===== src/rtl/intvec_defs.svh =====
// Purpose: constants for the interrupt vector priority block
// Assumes: 16-bit word program addresses, 46 vector slots
// Notes: vector numbers, unused-slot mask and reset values
`ifndef INTVEC_DEFS_SVH
`define INTVEC_DEFS_SVH
`define NUM_VECTORS 46
`define VEC_FIRST_SOURCE 2
`define VEC_ILLEGAL 6'h02
`define VEC_SWI3 6'h03
`define VEC_STACK_OVF 6'h04
`define VEC_MISALIGN 6'h05
`define VEC_DEBUG_FIRST 6'h06
`define VEC_DEBUG_LAST 6'h0A
`define VEC_SWI2 6'h0B
`define VEC_SWI1 6'h0C
`define VEC_SWI0 6'h0D
`define VEC_POWER_SENSE 6'h10
`define VEC_CLOCK_UNIT 6'h11
`define VEC_FLASH_ERR 6'h12
`define VEC_FLASH_DONE 6'h13
`define VEC_FLASH_EMPTY 6'h14
`define VEC_PORT_D 6'h16
`define VEC_SPI_RX 6'h1A
`define VEC_SPI_TX 6'h1B
`define VEC_SERIAL_FIRST 6'h1C
`define VEC_TWO_WIRE 6'h23
`define VEC_TIMER0 6'h24
`define VEC_CONV_A 6'h28
`define VEC_CONV_B 6'h29
`define VEC_CONV_LIMIT 6'h2A
`define VEC_PWM_RELOAD 6'h2B
`define VEC_PWM_FAULT 6'h2C
`define VEC_SW_LOWEST 6'h2D
`define UNUSED_MASK 46'h0006_0020_C000
`define TARGET_BITS 19
`define VECTOR_BASE_RESET 21'h00_0000
`define WORDS_PER_ENTRY_SHIFT 1
`endif


===== src/rtl/intvec_pkg.sv =====
// Purpose: types for the interrupt vector priority block
// Assumes: priority encoded as five ranks, -1 the lowest
// Notes: constants live in intvec_defs.svh
package intvec_pkg;
   // rank: 0 none, 1 = level -1, 2 = level 0 ... 5 = level 3
   typedef logic [2:0] rank_type;
   typedef enum logic [1:0] {
      LVL_0 = 2'h0,
      LVL_1 = 2'h1,
      LVL_2 = 2'h2,
      LVL_3 = 2'h3
   } level_type;
endpackage


===== src/rtl/interrupt_vector_priority.sv =====
// Purpose: picks the winning interrupt and forms its fetch address
// Assumes: request lines synchronous to CLK, level settings static
// Notes: one registered stage; outputs follow the inputs of the previous edge
`include "intvec_defs.svh"
`timescale 1ns/1ps
`default_nettype none
module interrupt_vector_priority
   import intvec_pkg::*;
#(
   parameter int NUM_VEC = `NUM_VECTORS
) (
   // clock and reset
   input wire logic CLK,
   input wire logic RST_N,
   // core exception and software requests
   input wire logic [3:0] CORE_EXC,
   input wire logic [3:0] SW_INT,
   // debug-unit events and their levels
   input wire logic [4:0] DEBUG_REQ,
   input wire logic [9:0] DEBUG_LEVEL,
   // peripheral requests, one per vector 16..44, and their levels
   input wire logic [28:0] PERIPH_REQ,
   input wire logic [57:0] PERIPH_LEVEL,
   // vector base, word address
   input wire logic [20:0] VECTOR_BASE_IN,
   input wire logic VECTOR_BASE_LOAD,
   // winner towards the core
   output logic IRQ_VALID,
   output logic [5:0] IRQ_VECTOR,
   output logic [1:0] IRQ_LEVEL,
   output logic IRQ_LOWEST,
   output logic [20:0] FETCH_ADDR,
   output logic [20:0] VECTOR_BASE
);

   // refuse a vector count that the fixed source map cannot serve
   if (NUM_VEC != `NUM_VECTORS) begin : g_bad_count
      $error("vector count must be 46");
   end

   // all block state
   typedef struct packed {
      logic valid;
      logic [5:0] vector;
      logic [1:0] level;
      logic lowest;
      logic [20:0] addr;
      logic [20:0] base;
   } state_type;

   state_type state; // registered state
   state_type next_state; // next value
   logic [NUM_VEC-1:0] req; // request per vector
   rank_type rank [NUM_VEC]; // rank per vector

   // maps a two-bit level field onto a rank, clamped to a range
   function automatic rank_type to_rank(input logic [1:0] lvl, input logic [1:0] lo, input logic [1:0] hi);
      logic [1:0] c;
      c = (lvl < lo) ? lo : ((lvl > hi) ? hi : lvl);
      return rank_type'({1'b0, c} + 3'h2);
   endfunction

   // gather request lines into vector positions
   always_comb begin
      req = '0;
      rank = '{default: 3'h0};
      // slots 0,1 stay empty; they hold the reset overlays
      // core exceptions and the highest software interrupt, all fixed level 3
      req[`VEC_ILLEGAL] = CORE_EXC[0];
      req[`VEC_SWI3] = SW_INT[3];
      req[`VEC_STACK_OVF] = CORE_EXC[1];
      req[`VEC_MISALIGN] = CORE_EXC[2];
      for (int i = 2; i <= 5; i++) rank[i] = 3'h5;
      // debug events: a level field of zero is lifted to level 1
      for (int i = 0; i < 5; i++) begin
         req[`VEC_DEBUG_FIRST + i] = DEBUG_REQ[i];
         rank[`VEC_DEBUG_FIRST + i] = to_rank(DEBUG_LEVEL[2*i +: 2], 2'h1, 2'h3);
      end
      // software interrupts two, one and zero sit at fixed levels
      req[`VEC_SWI2] = SW_INT[2];
      rank[`VEC_SWI2] = 3'h4;
      req[`VEC_SWI1] = SW_INT[1];
      rank[`VEC_SWI1] = 3'h3;
      req[`VEC_SWI0] = SW_INT[0];
      rank[`VEC_SWI0] = 3'h2;
      // peripherals at 16..44: power, clock, flash, ports, spi, serial, i2c, timers, conv, pwm
      for (int i = 0; i < 29; i++) begin
         req[`VEC_POWER_SENSE + i] = PERIPH_REQ[i];
         rank[`VEC_POWER_SENSE + i] = to_rank(PERIPH_LEVEL[2*i +: 2], 2'h0, 2'h2);
      end
      // unused slots can never raise, whatever their input bit shows
      req = req & ~`UNUSED_MASK;
      // the lowest software interrupt ranks under every other source
      req[`VEC_SW_LOWEST] = CORE_EXC[3];
      rank[`VEC_SW_LOWEST] = 3'h1;
   end

   // choose highest rank, ties to the lowest vector
   always_comb begin
      rank_type best;
      logic [5:0] win;
      best = 3'h0;
      win = 6'h00;
      next_state = state;
      // scan downwards so that an equal rank met later (lower vector) takes over
      for (int i = NUM_VEC - 1; i >= `VEC_FIRST_SOURCE; i--) begin
         if (req[i] && rank[i] >= best) begin
            best = rank[i];
            win = 6'(i);
         end
      end
      // base load takes effect on the fetch address one cycle later
      if (VECTOR_BASE_LOAD) next_state.base = VECTOR_BASE_IN;
      // rank zero means nothing pending
      next_state.valid = (best != 3'h0);
      next_state.vector = win;
      next_state.lowest = (best == 3'h1);
      next_state.level = (best >= 3'h2) ? 2'(best - 3'h2) : 2'h0;
      // two words per entry, 19-bit table reach kept in 21-bit bus
      next_state.addr = state.base + {14'h0000, win, 1'b0};
   end

   // state register
   always_ff @(posedge CLK or negedge RST_N) begin
      if (!RST_N) begin
         state <= '{valid: 1'b0, vector: 6'h00, level: 2'h0, lowest: 1'b0,
                    addr: 21'h00_0000, base: `VECTOR_BASE_RESET};
      end else begin
         state <= next_state;
      end
   end

   // every output is a field of the state register
   assign IRQ_VALID = state.valid;
   assign IRQ_VECTOR = state.vector;
   assign IRQ_LEVEL = state.level;
   assign IRQ_LOWEST = state.lowest;
   assign FETCH_ADDR = state.addr;
   assign VECTOR_BASE = state.base;

   // checks
   // fetch address uses the base that stood before the edge
   chk_addr_form: assert property (@(posedge CLK) disable iff (!RST_N)
      IRQ_VALID |-> FETCH_ADDR == 21'($past(VECTOR_BASE) + {IRQ_VECTOR, 1'b0}))
      else $error("fetch address not base plus twice vector");
   // base starts at zero so the reset overlays land in slots 0 and 1
   chk_base_reset: assert property (@(posedge CLK) $rose(RST_N) |-> VECTOR_BASE == 21'h0)
      else $error("vector base not zero after reset");
   // reset overlay slots are never presented
   chk_no_reserved: assert property (@(posedge CLK) disable iff (!RST_N)
      IRQ_VALID |-> IRQ_VECTOR >= 6'h02)
      else $error("reserved slot presented");
   // unused slots are never presented
   chk_unused_slot: assert property (@(posedge CLK) disable iff (!RST_N)
      IRQ_VALID |-> !(IRQ_VECTOR inside {6'h0E, 6'h0F, 6'h15, 6'h21, 6'h22}))
      else $error("unused slot presented");
   // a core exception on CORE_EXC[2:0] always brings a level 3 winner
   chk_core_level: assert property (@(posedge CLK) disable iff (!RST_N)
      $past(RST_N) && $past(|CORE_EXC[2:0]) |-> IRQ_VALID && IRQ_LEVEL == 2'h3 && IRQ_VECTOR <= 6'h0A)
      else $error("core exception not at level 3");
   // level -1 only shows when nothing else was pending
   chk_lowest_only: assert property (@(posedge CLK) disable iff (!RST_N)
      IRQ_LOWEST |-> IRQ_VECTOR == 6'h2D && $past(req[44:2] == 43'h0))
      else $error("lowest priority shown while other pending");
   // equal level: the lower vector wins
   chk_tie_low: assert property (@(posedge CLK) disable iff (!RST_N)
      $past(req[`VEC_SWI3] && req[`VEC_MISALIGN]) |-> IRQ_VECTOR <= 6'h03)
      else $error("tie not won by lowest vector");
   // fixed level of software interrupt one
   chk_swi_level: assert property (@(posedge CLK) disable iff (!RST_N)
      IRQ_VALID && IRQ_VECTOR == 6'h0C |-> IRQ_LEVEL == 2'h1)
      else $error("software interrupt one level wrong");
   // peripherals never exceed level 2
   chk_periph_cap: assert property (@(posedge CLK) disable iff (!RST_N)
      IRQ_VALID && IRQ_VECTOR >= 6'h10 && IRQ_VECTOR <= 6'h2C |-> IRQ_LEVEL <= 2'h2)
      else $error("peripheral above level 2");
   // debug events never fall below level 1
   chk_debug_floor: assert property (@(posedge CLK) disable iff (!RST_N)
      IRQ_VALID && IRQ_VECTOR inside {[6'h06:6'h0A]} |-> IRQ_LEVEL >= 2'h1)
      else $error("debug event below level 1");
   // a base inside the table reach keeps bit 20 of the fetch address clear
   chk_reach: assert property (@(posedge CLK) disable iff (!RST_N)
      $past(VECTOR_BASE[20:19]) == 2'h0 |-> FETCH_ADDR[20] == 1'b0)
      else $error("fetch address beyond table reach");

   // fixed level of software interrupt two
   chk_swi2_level: assert property (@(posedge CLK) disable iff (!RST_N)
      IRQ_VALID && IRQ_VECTOR == 6'h0B |-> IRQ_LEVEL == 2'h2)
      else $error("software interrupt two level wrong");
   // fixed level of software interrupt zero
   chk_swi0_level: assert property (@(posedge CLK) disable iff (!RST_N)
      IRQ_VALID && IRQ_VECTOR == 6'h0D |-> IRQ_LEVEL == 2'h0)
      else $error("software interrupt zero level wrong");
   // vectors 2 to 5 are always level 3
   chk_exc_vectors: assert property (@(posedge CLK) disable iff (!RST_N)
      IRQ_VALID && IRQ_VECTOR inside {[6'h02:6'h05]} |-> IRQ_LEVEL == 2'h3)
      else $error("core vector not at level 3");
   // the lowest software interrupt is flagged and reports level 0
   chk_lowest_vector: assert property (@(posedge CLK) disable iff (!RST_N)
      IRQ_VALID && IRQ_VECTOR == 6'h2D |-> IRQ_LOWEST && IRQ_LEVEL == 2'h0)
      else $error("lowest vector not flagged");
   // the lowest flag never stands without a request
   chk_lowest_valid: assert property (@(posedge CLK) disable iff (!RST_N)
      IRQ_LOWEST |-> IRQ_VALID)
      else $error("lowest flag without request");
   // no vector beyond the end of the table
   chk_vector_range: assert property (@(posedge CLK) disable iff (!RST_N)
      IRQ_VALID |-> IRQ_VECTOR <= 6'h2D)
      else $error("vector beyond table end");
   // idle outputs are clean
   chk_idle_clean: assert property (@(posedge CLK) disable iff (!RST_N)
      !IRQ_VALID |-> IRQ_VECTOR == 6'h00 && IRQ_LEVEL == 2'h0 && !IRQ_LOWEST)
      else $error("idle outputs not clean");
   // a request is shown exactly when one was pending
   chk_valid_follows: assert property (@(posedge CLK) disable iff (!RST_N)
      $past(RST_N) |-> IRQ_VALID == $past(|req))
      else $error("request presence not followed");
   // illegal instruction beats every other source
   chk_illegal_wins: assert property (@(posedge CLK) disable iff (!RST_N)
      $past(RST_N) && $past(req[`VEC_ILLEGAL]) |-> IRQ_VECTOR == 6'h02)
      else $error("illegal instruction did not win");
   // a level 3 debug event beats every peripheral
   chk_debug_wins: assert property (@(posedge CLK) disable iff (!RST_N)
      $past(RST_N) && $past(req[5:2] == 4'h0 && DEBUG_REQ[0] && DEBUG_LEVEL[1:0] == 2'h3)
      |-> IRQ_VECTOR == 6'h06 && IRQ_LEVEL == 2'h3)
      else $error("level 3 debug event did not win");
   // a peripheral level field of 3 is clamped to 2
   chk_periph_clamp: assert property (@(posedge CLK) disable iff (!RST_N)
      $past(RST_N) && $past(req[15:2] == 14'h0 && PERIPH_REQ[0] && PERIPH_LEVEL[1:0] == 2'h3)
      |-> IRQ_VECTOR == 6'h10 && IRQ_LEVEL == 2'h2)
      else $error("peripheral level not clamped");
   // flash access error at level 2 wins over later peripherals
   chk_flash_err: assert property (@(posedge CLK) disable iff (!RST_N)
      $past(RST_N) && $past(req[17:2] == 16'h0 && PERIPH_REQ[2] && PERIPH_LEVEL[5:4] == 2'h2)
      |-> IRQ_VECTOR == 6'h12)
      else $error("flash error vector wrong");
   // base load shows one cycle after the strobe
   chk_base_load: assert property (@(posedge CLK) disable iff (!RST_N)
      $past(RST_N) && $past(VECTOR_BASE_LOAD) |-> VECTOR_BASE == $past(VECTOR_BASE_IN))
      else $error("vector base not loaded");
   // a lone clock unit event lands on its vector
   chk_clock_vec: assert property (@(posedge CLK) disable iff (!RST_N)
      $past(RST_N) && $past(req == (46'h1 << 17)) |-> IRQ_VECTOR == 6'h11)
      else $error("clock unit vector wrong");
   // a lone port D event lands on its vector
   chk_port_vec: assert property (@(posedge CLK) disable iff (!RST_N)
      $past(RST_N) && $past(req == (46'h1 << 22)) |-> IRQ_VECTOR == 6'h16)
      else $error("port vector wrong");
   // a lone timer channel 0 event lands on its vector
   chk_timer_vec: assert property (@(posedge CLK) disable iff (!RST_N)
      $past(RST_N) && $past(req == (46'h1 << 36)) |-> IRQ_VECTOR == 6'h24)
      else $error("timer vector wrong");
   // a lone converter B event lands on its vector
   chk_conv_vec: assert property (@(posedge CLK) disable iff (!RST_N)
      $past(RST_N) && $past(req == (46'h1 << 41)) |-> IRQ_VECTOR == 6'h29)
      else $error("converter vector wrong");

   // main scenarios
   cov_core: cover property (@(posedge CLK) IRQ_VALID && IRQ_LEVEL == 2'h3);
   cov_periph: cover property (@(posedge CLK) IRQ_VALID && IRQ_VECTOR == 6'h2C);
   cov_lowest: cover property (@(posedge CLK) IRQ_LOWEST);
   cov_base: cover property (@(posedge CLK) VECTOR_BASE != 21'h0 && IRQ_VALID);
   cov_debug: cover property (@(posedge CLK) IRQ_VALID && IRQ_VECTOR inside {[6'h06:6'h0A]});
endmodule
`default_nettype wire


===== config.mk =====
export PLATFORM = sky130hd
export DESIGN_NAME = interrupt_vector_priority
export DESIGN_NICKNAME = d
export VERILOG_FILES = /design/src/rtl/intvec_pkg.sv /design/src/rtl/interrupt_vector_priority.sv
export VERILOG_INCLUDE_DIRS = /design/src /design/src/rtl
export SDC_FILE = /design/constraint.sdc
export NUM_CORES = 1
export LEC_CHECK = 0
export BUFFER_PORTS_ARGS = -buffer_cell sky130_fd_sc_hd__buf_2
export CAP_MARGIN = 20
export CORE_UTILIZATION = 45
export DETAILED_ROUTE_END_ITERATION = 10
export GPL_TIMING_DRIVEN = 0
export PLACE_DENSITY = 0.71
export SYNTH_ARGS = -nofsm -noshare
export SYNTH_HDL_FRONTEND = slang
export SYNTH_SLANG_ARGS = --single-unit

===== constraint.sdc =====
create_clock -name CLK -period 3.8 [get_ports CLK]
set_input_delay 0.76 -clock CLK [delete_from_list [all_inputs] [get_ports CLK]]
set_output_delay 0.76 -clock CLK [all_outputs]
set_load 0.005 [all_outputs]

==> results of run 1 <==
==> layout by cell type, fill, tap and decap left out, types with 7 or more instances in the layout <==
| cell | synthesis | routed |
|---|---|---|
| buf_2 | 4 | 173 |
| buf_4 | 1 | 121 |
| nand2_1 | 99 | 82 |
| nor2_1 | 71 | 53 |
| dfrtp_1 | 52 | 52 |
| inv_1 | 41 | 36 |
| nand2b_4 | 0 | 29 |
| ha_1 | 46 | 28 |
| nand3_1 | 32 | 27 |
| a21oi_1 | 47 | 25 |
| o21ai_0 | 45 | 23 |
| mux2_2 | 27 | 23 |
| a21oi_2 | 0 | 19 |
| nand2b_1 | 46 | 18 |
| ha_4 | 0 | 17 |
| o21ai_2 | 2 | 15 |
| nor2b_1 | 24 | 14 |
| nand2_2 | 0 | 14 |
| a21o_1 | 13 | 13 |
| nor3_1 | 16 | 12 |
| o21ai_1 | 4 | 11 |
| nor2_2 | 1 | 10 |
| nor2_4 | 1 | 10 |
| and3_1 | 10 | 10 |
| buf_6 | 0 | 10 |
| a31oi_1 | 9 | 8 |
| nor2b_4 | 0 | 8 |
| o211ai_1 | 8 | 8 |
| xnor2_2 | 0 | 8 |
| clkbuf_1 | 8 | 7 |
==> cells in the mapped netlist, types with 4 or more instances <==
| library cell | number |
|---|---|
| nand2_1 | 99 |
| nor2_1 | 71 |
| dfrtp_1 | 52 |
| a21oi_1 | 47 |
| ha_1 | 46 |
| nand2b_1 | 46 |
| o21ai_0 | 45 |
| inv_1 | 41 |
| nand3_1 | 32 |
| mux2_2 | 27 |
| nor2b_1 | 24 |
| nor3_1 | 16 |
| xnor2_1 | 14 |
| a21o_1 | 13 |
| and2_1 | 12 |
| a211oi_1 | 10 |
| and3_1 | 10 |
| a31oi_1 | 9 |
| o21bai_1 | 9 |
| o31ai_1 | 9 |
| clkbuf_1 | 8 |
| o211ai_1 | 8 |
| o21a_1 | 8 |
| or2_2 | 8 |
| a211o_1 | 6 |
| nand4_1 | 6 |
| nor4_1 | 6 |
| a2111o_1 | 5 |
| a22oi_1 | 5 |
| a31o_2 | 5 |
| mux2i_1 | 5 |
| o211a_1 | 5 |
| o22ai_1 | 5 |
| a2111oi_0 | 4 |
| a21boi_0 | 4 |
| a31o_1 | 4 |
| buf_2 | 4 |
| maj3_1 | 4 |
| o21ai_1 | 4 |
| or3_1 | 4 |
| xor2_1 | 4 |
==> final cells by class <==
cell class / count / area (um2) / share of cell area, %
Buffer: 13 / 67.6 / 0.655
Clock buffer: 5 / 125 / 1.21
Clock inverter: 3 / 42.5 / 0.412
Inverter: 41 / 159 / 1.54
Multi-Input combinational cell: 726 / 6450 / 62.5
Sequential cell: 52 / 1300 / 12.6
Tap cell: 180 / 225 / 2.18
Timing Repair Buffer: 305 / 1950 / 18.9
==> per-stage QoR <==
| stage | area [um2] | hold slack, ns |
|---|---|---|
| after floorplan | 7240 | 0.371 |
| after global placement | 8340 | 0.382 |
| after detailed placement | 8340 | 0.390 |
| after CTS | 9090 | 0.409 |
| after global routing | 10300 | 0.356 |
| final | 10300 | 0.345 |
==> power breakdown <==
group	switching [uW]	internal, uW
Sequential	45.1	613
Clock	203	310
Combinational	847	914
==> flip-flops by register name, summed over array words and instances (netlist names) <==
register     flops
FETCH_ADDR      21
VECTOR_BASE     21
IRQ_VECTOR       6
IRQ_LEVEL        2
IRQ_LOWEST       1
IRQ_VALID        1
==> worst register-to-register path: stages, from the launching register on <==
cell	delay (ns)
dfrtp_1	0.43
ha_4	0.18
buf_4	0.13
fa_2	0.36
a21o_1	0.17
a21oi_2	0.17
o21bai_1	0.11
a21oi_2	0.17
nand2b_4	0.18
inv_4	0.05
nand4_1	0.10
xnor2_1	0.12
==> repair_timing <==
item	in CTS	in global routing
endpoints found under the setup margin	30	30
gates resized for setup	31	134
cloned	0	1
setup buffers	57	77
pin swaps	49	139
==> logic make-up (layout without fill, tap and decap cells) <==
kind of cell               Yosys count  in the layout  synth area share (%)
DFF                                 52             52                  19.9
xor gates and xnor gates            18             18                  2.41
and+or+nand+nor                    360            360                  28.3
adders and majority gates           51             51                  9.71
muxes                               32             32                  5.41
buffers and inverters               55            367                  3.29
AOI/OAI and AO/OA                  265            265                  31.0
==> worst max path at each step <==
stage / startpoint / to / slack [ns]
floorplan: CORE_EXC[3] / FETCH_ADDR[20]$_DFF_PN0_ / -33.76
global placement: PERIPH_REQ[28] / FETCH_ADDR[20]$_DFF_PN0_ / -37.75
detailed placement: PERIPH_REQ[28] / FETCH_ADDR[20]$_DFF_PN0_ / -38.09
CTS: CORE_EXC[3] / FETCH_ADDR[20]$_DFF_PN0_ / -35.20
global route: PERIPH_LEVEL[57] / FETCH_ADDR[14]$_DFF_PN0_ / -36.90
finish: PERIPH_LEVEL[57] / FETCH_ADDR[13]$_DFF_PN0_ / -35.27
==> metal layers <==
metal	share of wire [%]	wire length, um	GRT usage [%]
met4	1.5	328	5.03
met5	0.059	13	0
met2	50	11100	44.9
met3	5.7	1260	3.53
met1	43	9440	33.6
==> qor.txt, run 1 <==
Status: complete, but fails checks
Violated checks: setup timing
RSZ-0062 raised after global routing: yes
Port Buffers: 173
Fin nets: 1325
First-pass GRT wire length: 31600 um
Rows: 43
Gpl congestion: 0.923
Crit path max-delay cell type: a2111o_1
Worst clock skew: 0.00419 ns
Number of enable flip-flop cells after synthesis: 0
Hold WC Path Type: in -> async
Min Tclk post-route: 39.07 ns
Worst r2r src: VECTOR_BASE[1]$_DFFE_PN0P_
Drt via density: 5.85
Worst-case clock buffer depth: 2
Area growth, synth to finish: 57.7%
Synth unique cells: 105
Fin cells: 1325
Setup Total Neg Slack: -1037.04 ns
Levels on crit path: 226
Total grt overflow: 0
Worst-case reg-to-reg path depth: 11
# setup viols final: 30
Total power draw: 2930 uW
Mapped Avg Cell Area: 7.86 um2
R2r endpoint: FETCH_ADDR[13]$_DFF_PN0_
Initial DRC count: 476
Final worst setup slack: -35.27 ns
Crit path buffers/inverters: 22
Fin crit share: 1030%
Syn Inst Count: 833
Antenna fix cells: 0
I/O Pins: 186
Startpoint Class: input port
Max frequency: 25.6 MHz
Mapped Area: 6550 um2
Slew @ Worst Pin: 0.804 ns
Share of cells above drive strength 1: 51.8%
Final slew viol count: 0
Final Util: 73.5%
Max-cap viol count: 0
Drt wl/cell: 16.7 um
CTS Sinks: 52
Placed Cells: 1186
Initial antenna violation count: 1
Total CTS buffers: 5
Critical Path RT: 4.02 ns
Max IR drop VDD: 196 uV
Async set-reset flop share out of synthesis: 100%
Leak pwr: 0.00468 uW
Clock latency on the worst-skew pair: 0.29 ns
Pwr dens: 284 nW/um2
CP arrival: 39.29 ns
Post-Synthesis Net Count: 1014
Hold Buf Count CTS: 0
Vias post-DR: 7752
Pre-CTS setup slack: -38.09 ns
CTS tree: done
Yosys reg bits: 52
Starting Density: 46.6%
Hpwl dp: 15100 um
Leading area contributor after synthesis: dfrtp_1
DRC: 0
CTS Root Cell: clkbuf_16
Post-synth top area share: 19.9%
Die Wd: 123 um
Slew HR: 46.2%
Hold Fails Final Rpt: 0
Core area: 14000 um2
DR pass1 iterations: 5
Post-route ant nets: 0
Crit end category: flop
Top cell by count, worst path: nand2b_4
Die Span Y: 123 um
Synth warn: 0
Synth top area cells: dfrtp_1 20%, ha_1 8.8%, nand2_1 5.7%
Clock slew at reported path FFs: 0.07 ns
Worst Setup Path Type: in -> reg
Max incr delay on CP: 0.42 ns
Top_reg_cell synth: dfrtp_1
Seq/Total Area, Yosys: 19.9%
Delay-heaviest family, CP: compound AO/OA/AOI/OAI gates
Crit Path Max Fanout: 5
Die area: 15000 um2
FILL cells: 1032
H-tree levels: 2
R2R setup slack: 1.57 ns
Vias in the first global route: 6777
Final Routed Wirelength: 22100 um
GRT Resource Usage Total: 25.7%
Largest net degree at the start of global routing: 53
Note: power is estimated with default switching activity, not from simulation.
==> inputs of run 2 (changes only) <==
--- a/config.mk
+++ b/config.mk
@@ -8,6 +8,7 @@
 export LEC_CHECK = 0
 export BUFFER_PORTS_ARGS = -buffer_cell sky130_fd_sc_hd__buf_2
 export CAP_MARGIN = 20
+export CORE_ASPECT_RATIO = 0.6
 export CORE_UTILIZATION = 45
 export DETAILED_ROUTE_END_ITERATION = 10
 export GPL_TIMING_DRIVEN = 0
==> run 2 against run 1 <==
Against the previous run: the flow still finishes with violations (setup timing); fmax fell by 0.84%; register-to-register slack improved by 0.15 ns; cell count rose by 1.7%; critical path depth did not move; routed wire length rose by 9.3%; sequential power fell by 1%; clock-buffer cell count did not move; combinational power rose by 5%; flip-flop and latch count did not move; critical endpoint is now FETCH_ADDR[9]$_DFF_PN0_; largest cell class unchanged.
==> qor.txt, run 2 (same netlist as run 1, synthesis figures left out) <==
Hold Path Cell Cnt: 0
Fin cells: 1348 (was 1325)
CTS Root Cell: clkbuf_16 (unchanged)
Placed Cells: 1199 (was 1186)
Clock latency on the worst-skew pair: 0.29 ns (about the same)
Die Wd: 158 um (was 123 um)
Pwr dens: 281 nW/um2 (was 284 nW/um2)
Worst clock skew: 0.00406 ns (was 0.00419 ns)
Largest net degree at the start of global routing: 33 (was 53)
Status: complete, but fails checks (unchanged)
Final Routed Wirelength: 24200 um (was 22100 um)
CTS tree: done (unchanged)
H-tree levels: 2 (unchanged)
Starting Density: 47.0% (was 46.6%)
Slew @ Worst Pin: 0.858 ns (was 0.804 ns)
CP arrival: 39.61 ns (was 39.29 ns)
FILL cells: 1007 (was 1032)
DR pass1 iterations: 5 (unchanged)
Critical Path RT: 4.01 ns (was 4.02 ns)
Fin crit share: 1040% (was 1030%)
Port Buffers: 173 (unchanged)
Crit Path Max Fanout: 7 (was 5)
Share of cells above drive strength 1: 52.6% (was 51.8%)
Crit path max-delay cell type: or3b_4 (was a2111o_1)
Vias post-DR: 8057 (was 7752)
Final slew viol count: 0 (unchanged)
Area occupied by multi-input gates: 6580 um2 (was 6450 um2)
Drt wl/cell: 17.9 um (was 16.7 um)
Max IR drop VDD: 186 uV (was 196 uV)
Core area: 13900 um2 (was 14000 um2)
Max-cap viol count: 0 (unchanged)
Die area: 15000 um2 (about the same)
RSZ-0062 raised after global routing: yes (unchanged)
Startpoint Class: input port (unchanged)
Violated checks: setup timing (unchanged)
FF/Latch Area: 1300 um2 (unchanged)
Fin nets: 1336 (was 1325)
Initial antenna violation count: 0 (was 1)
Worst-case clock buffer depth: 2 (unchanged)
Leak pwr: 0.00471 uW (was 0.00468 uW)
Slew HR: 42.6% (was 46.2%)
Rows: 33 (was 43)
Worst Setup Path Type: in -> reg (unchanged)
Vias in the first global route: 6859 (was 6777)
Hold WC Path Type: reg -> reg (was in -> async)
Most common cell after layout, fill and taps aside: buf_2 (unchanged)
Clock slew at reported path FFs: 0.07 ns (about the same)
Crit end category: flop (unchanged)
Initial DRC count: 802 (was 476)
Post-route ant nets: 0 (unchanged)
# setup viols final: 30 (unchanged)
DRC: 0 (unchanged)
First-pass GRT wire length: 33900 um (was 31600 um)
I/O Pins: 186 (unchanged)
Total power draw: 2950 uW (was 2930 uW)
Max incr delay on CP: 0.41 ns (was 0.42 ns)
Die Span Y: 95.4 um (was 123 um)
Min Tclk post-route: 39.40 ns (was 39.07 ns)
Most frequent cells in the layout: 173 x buf_2, 140 x buf_4, 84 x nand2_1, 52 x dfrtp_1, 52 x nor2_1 (was 173 x buf_2, 121 x buf_4, 82 x nand2_1, 53 x nor2_1, 52 x dfrtp_1)
Total grt overflow: 0 (unchanged)
Gpl congestion: 0.952 (was 0.923)
Max frequency: 25.4 MHz (was 25.6 MHz)
Hold Fails Final Rpt: 0 (unchanged)
CTS Sinks: 52 (unchanged)
Drt via density: 5.98 (was 5.85)
Total CTS buffers: 5 (unchanged)
Antenna fix cells: 0 (unchanged)
Top cell by count, worst path: nand2b_4 (unchanged)
Area growth, synth to finish: 60.0% (was 57.7%)
Hpwl dp: 16600 um (was 15100 um)
GRT Resource Usage Total: 28.4% (was 25.7%)
Final worst setup slack: -35.60 ns (was -35.27 ns)
Worst-case reg-to-reg path depth: 10 (was 11)
-- run 2: cell types whose count changed in the layout (fill, tap and decap cells not counted), sizes merged --
cell,delta
clkbuf,-1
clkinv,-1
inv,+2
bufinv,-1
buf,+12
-- run 2: metal layers --
layer / global-route usage, % / vias to the layer above / part of all wire (%)
met2: 41.3 / 485 / 43
met3: 5.91 / 55 / 10
met1: 42.3 / 3739 / 45
li1: - / 3778 / -
met4: 6.72 / 0 / 2.4
met5: 0 / - / 0
-- run 2: report_power, final --
group          internal, uW  switching, uW  total (uW)
Clock                   249            204         452
Combinational           932            912        1840
Sequential              612           38.7         651
Total                  1790           1150        2950
-- run 2: metrics by stage --
stage	setup slack [ns]	hold WS (ns)	util, %	instance area, um2	setup TNS, ns
4_1_cts	-35.37	0.408	67.2	9350	-1041.33
5_1_grt	-36.97	0.423	75.3	10500	-1088.65
2_1_floorplan	-33.76	0.371	-	7240	-992.56
6_report	-35.60	0.403	75.3	10500	-1048.66
3_5_place_dp	-38.61	0.393	60.2	8370	-1135.02
3_3_place_gp	-38.27	0.388	60.0	8350	-1124.63
-- run 2: area by class of cell --
type	instances	area share, %
plain buffers	13	0.645
clock buffers	5	1.19
clock inverters	3	0.239
inverters	41	1.47
multi-input cells	726	62.8
flip-flops and latches	52	12.4
well taps	192	2.29
repair buffers	316	19.0
-- run 2: what timing repair did --
action | 4_1_cts | 5_1_grt
hold buffers | 0 | 0
pin swaps | 72 | 110
gates resized for setup | 50 | 118
buffers inserted | 78 | 64
endpoints found under the setup margin | 30 | 30
-- run 2: final timing paths --
check | start | endpoint | slack, ns
worst max-delay path | CORE_EXC[3] | FETCH_ADDR[9]$_DFF_PN0_ | -35.60
worst min-delay path | VECTOR_BASE[0]$_DFFE_PN0P_ | FETCH_ADDR[0]$_DFF_PN0_ | 0.40
worst max register to register | VECTOR_BASE[1]$_DFFE_PN0P_ | FETCH_ADDR[9]$_DFF_PN0_ | 1.72
worst min register to register | VECTOR_BASE[0]$_DFFE_PN0P_ | FETCH_ADDR[0]$_DFF_PN0_ | 0.40
max in group asynchronous | RST_N | IRQ_LEVEL[1]$_DFF_PN0_ | 2.84
min in group asynchronous | RST_N | FETCH_ADDR[0]$_DFF_PN0_ | 0.43
-- run 2: worst max-delay path: cells and delay by family --
kind,cells,cell delay [ns]
multiplexers,5,1.49
buffers and inverters,14,1.47
XOR/XNOR,1,0.13
AND/OR/NAND/NOR,81,10.97
AO/OA/AOI/OAI,92,16.28
adder cells (fa/ha/maj),33,8.40
==> inputs of run 3 (changes only) <==
--- a/config.mk
+++ b/config.mk
@@ -6,6 +6,7 @@
 export SDC_FILE = /design/constraint.sdc
 export NUM_CORES = 1
 export LEC_CHECK = 0
+export ABC_AREA = 1
 export BUFFER_PORTS_ARGS = -buffer_cell sky130_fd_sc_hd__buf_2
 export CAP_MARGIN = 20
 export CORE_ASPECT_RATIO = 0.6
==> run 3 against run 2 <==
Against the previous run: the flow still finishes with violations (setup timing); synthesized area fell by 4.5%; clock-buffer cell count rose by 1; worst setup slack improved by 8.9 ns; routed wire length fell by 3.8%; clock skew rose by 0.00065 ns; clock power barely moved; largest cell class unchanged.
==> qor.txt, run 3 <==
CTS Sinks: 52 (unchanged)
R2R setup slack: 1.51 ns (was 1.72 ns)
Drt wl/cell: 15.6 um (was 17.9 um)
Slew @ Worst Pin: 0.667 ns (was 0.858 ns)
Crit path max-delay cell type: ha_4 (was or3b_4)
Pwr dens: 364 nW/um2 (was 281 nW/um2)
Drt via density: 5.21 (was 5.98)
Fin cells: 1488 (was 1348)
Gpl congestion: 0.904 (was 0.952)
Area growth, synth to finish: 64.9% (was 60.0%)
Leading area contributor after synthesis: dfrtp_1 (unchanged)
Clock slew at reported path FFs: 0.07 ns (about the same)
Top_reg_cell synth: dfrtp_1 (unchanged)
CTS tree: done (unchanged)
Pre-CTS setup slack: -28.45 ns (was -38.61 ns)
Post-synth top area share: 20.8% (was 19.9%)
CP arrival: 30.67 ns (was 39.61 ns)
Worst Setup Path Type: in -> reg (unchanged)
Most common cell after layout, fill and taps aside: nand2_1 (was buf_2)
Placed Cells: 1297 (was 1199)
Core area: 13200 um2 (was 13900 um2)
Die area: 14400 um2 (was 15000 um2)
Clock latency on the worst-skew pair: 0.30 ns (was 0.29 ns)
Async set-reset flop share out of synthesis: 100% (unchanged)
Max IR drop VDD: 195 uV (was 186 uV)
Number of enable flip-flop cells after synthesis: 0 (unchanged)
DR pass1 iterations: 5 (unchanged)
Worst-case reg-to-reg path depth: 12 (was 10)
Hpwl dp: 13700 um (was 16600 um)
Vias in the first global route: 6418 (was 6859)
Hold Fails Final Rpt: 0 (unchanged)
Min Tclk post-route: 30.49 ns (was 39.40 ns)
Share of cells above drive strength 1: 56.6% (was 52.6%)
Starting Density: 47.4% (was 47.0%)
Die Wd: 154 um (was 158 um)
Startpoint Class: input port (unchanged)
First-pass GRT wire length: 29900 um (was 33900 um)
Yosys reg bits: 52 (unchanged)
Seq/Total Area, Yosys: 20.8% (was 19.9%)
Post-route ant nets: 0 (unchanged)
Synth warn: 0 (unchanged)
Slew HR: 55.5% (was 42.6%)
Area occupied by multi-input gates: 5500 um2 (was 6580 um2)
Top cells by count, synth: 243 x nand2_1, 201 x inv_1, 69 x nand2_2 (was 99 x nand2_1, 71 x nor2_1, 52 x dfrtp_1)
RSZ-0062 raised after global routing: yes (unchanged)
Synth top area cells: dfrtp_1 21%, nand2_1 15%, inv_1 12% (was dfrtp_1 20%, ha_1 8.8%, nand2_1 5.7%)
Rows: 32 (was 33)
FILL cells: 871 (was 1007)
Final Routed Wirelength: 23200 um (was 24200 um)
Max incr delay on CP: 0.31 ns (was 0.41 ns)
Worst clock skew: 0.00471 ns (was 0.00406 ns)
Status: complete, but fails checks (unchanged)
Critical Path RT: 3.99 ns (was 4.01 ns)
Most common cell in the netlist: nand2_1 (unchanged)
Delay-heaviest family, CP: simple AND/OR/NAND/NOR gates (was compound AO/OA/AOI/OAI gates)
R2r endpoint: FETCH_ADDR[14]$_DFF_PN0_ (was FETCH_ADDR[9]$_DFF_PN0_)
Violated checks: setup timing (unchanged)
CTS Root Cell: clkbuf_16 (unchanged)
DRC: 0 (unchanged)
Port Buffers: 175 (was 173)
Total power draw: 3750 uW (was 2950 uW)
Most frequent cells in the layout: 175 x nand2_1, 173 x buf_4, 173 x buf_2, 161 x inv_1, 114 x nand2_2 (was 173 x buf_2, 140 x buf_4, 84 x nand2_1, 52 x dfrtp_1, 52 x nor2_1)
DP Area: 7550 um2 (was 8370 um2)
Crit end category: flop (unchanged)
Hold WC Path Type: in -> async (was reg -> reg)
Mapped Avg Cell Area: 6.57 um2 (was 7.86 um2)
I/O Pins: 186 (unchanged)
Max frequency: 32.8 MHz (was 25.4 MHz)
Synth unique cells: 41 (was 105)
Post-Synthesis Net Count: 1132 (was 1014)
Mapped Area: 6250 um2 (was 6550 um2)
Top cell by count, worst path: nand2_2 (was nand2b_4)
Crit path buffers/inverters: 52 (was 14)
Leak pwr: 0.00546 uW (was 0.00471 uW)
GRT Resource Usage Total: 25.7% (was 28.4%)
Worst-case clock buffer depth: 2 (unchanged)
Max-cap viol count: 0 (unchanged)
FF/Latch Area: 1300 um2 (unchanged)
Initial antenna violation count: 2 (was 0)
Fin nets: 1497 (was 1336)
Total CTS buffers: 5 (unchanged)
Final instance area: 10300 um2 (was 10500 um2)
Syn Inst Count: 951 (was 833)
Initial DRC count: 596 (was 802)
Total grt overflow: 0 (unchanged)
Fin crit share: 802% (was 1040%)
Final slew viol count: 0 (unchanged)
Largest net degree at the start of global routing: 41 (was 33)
Hold Buf Count CTS: 0 (unchanged)
Final worst setup slack: -26.69 ns (was -35.60 ns)
Worst r2r src: VECTOR_BASE[2]$_DFFE_PN0P_ (was VECTOR_BASE[1]$_DFFE_PN0P_)
H-tree levels: 2 (unchanged)
Die Span Y: 93.3 um (was 95.4 um)
Vias post-DR: 7754 (was 8057)
Crit Path Max Fanout: 5 (was 7)
# setup viols final: 30 (unchanged)
run 3: area by class of cell:
class                   instances  share of cell area, %
multi-input cells             687                   53.3
clock inverters                 2                  0.158
well taps                     170                   2.06
clock buffers                   6                   1.25
inverters                     204                   7.71
flip-flops and latches         52                   12.6
diodes                          1                 0.0243
plain buffers                   8                  0.328
repair buffers                358                   22.5
run 3: worst max-delay path by stage:
stage / from / end / slack [ns] / cells past startpoint
after global placement: PERIPH_REQ[28] / FETCH_ADDR[18]$_DFF_PN0_ / -28.09 / 272
after detailed placement: PERIPH_REQ[28] / FETCH_ADDR[18]$_DFF_PN0_ / -28.45 / 266
after CTS: PERIPH_REQ[28] / FETCH_ADDR[20]$_DFF_PN0_ / -25.87 / 265
after floorplan: PERIPH_REQ[28] / FETCH_ADDR[18]$_DFF_PN0_ / -24.63 / 271
final: PERIPH_REQ[28] / FETCH_ADDR[14]$_DFF_PN0_ / -26.69 / 261
after global routing: PERIPH_REQ[28] / FETCH_ADDR[14]$_DFF_PN0_ / -28.17 / 269
run 3: layer usage:
metal  global-route usage [%]  share of wire, %
met1                     36.9                43
met2                     41.4                47
met5                        0             0.056
met4                     3.58               2.2
met3                     4.03               8.0
run 3: stage by stage:
step           utilization, %  hold WS [ns]  TNS, ns
6_report                 78.2         0.355  -780.94
5_1_grt                  78.2         0.369  -823.44
3_5_place_dp             57.3         0.400  -821.38
4_1_cts                  66.4         0.358  -757.94
3_3_place_gp             57.2         0.386  -810.72
2_1_floorplan               -         0.371  -711.95
run 3: what timing repair did:
action / 4_1_cts / 5_1_grt
resized for setup: 55 / 225
pin swaps: 86 / 216
buffers inserted: 110 / 76
setup endpoints to repair: 30 / 30
run 3: where the power goes:
group | switching [uW] | internal [uW] | total, uW
clock | 208 | 246 | 454
sequential | 38.0 | 612 | 650
combinational | 1450 | 1190 | 2640
run 3: kinds of logic (layout without fill, tap and decap cells):
kind of cell             Yosys count  in the layout  synth area share, %
AO/OA/AOI/OAI                    130            130                 12.8
XOR/XNOR                          17             17                 2.38
adder cells (fa/ha/maj)           47             47                 9.53
buffers and inverters            212            578                 13.0
flip-flops                        52             52                 20.8
multiplexers                      12             12                 2.16
other                              0              1                    0
AND/OR/NAND/NOR                  481            481                 39.3
run 3: worst register-to-register path, delay by kind of cell, from the launching register on:
family                   cells  cell delay (ns)
AO/OA/AOI/OAI                3             0.40
XOR/XNOR                     1             0.13
adder cells (fa/ha/maj)      1             0.30
buffers and inverters        1             0.13
flip-flops                   1             0.46
AND/OR/NAND/NOR              6             0.77
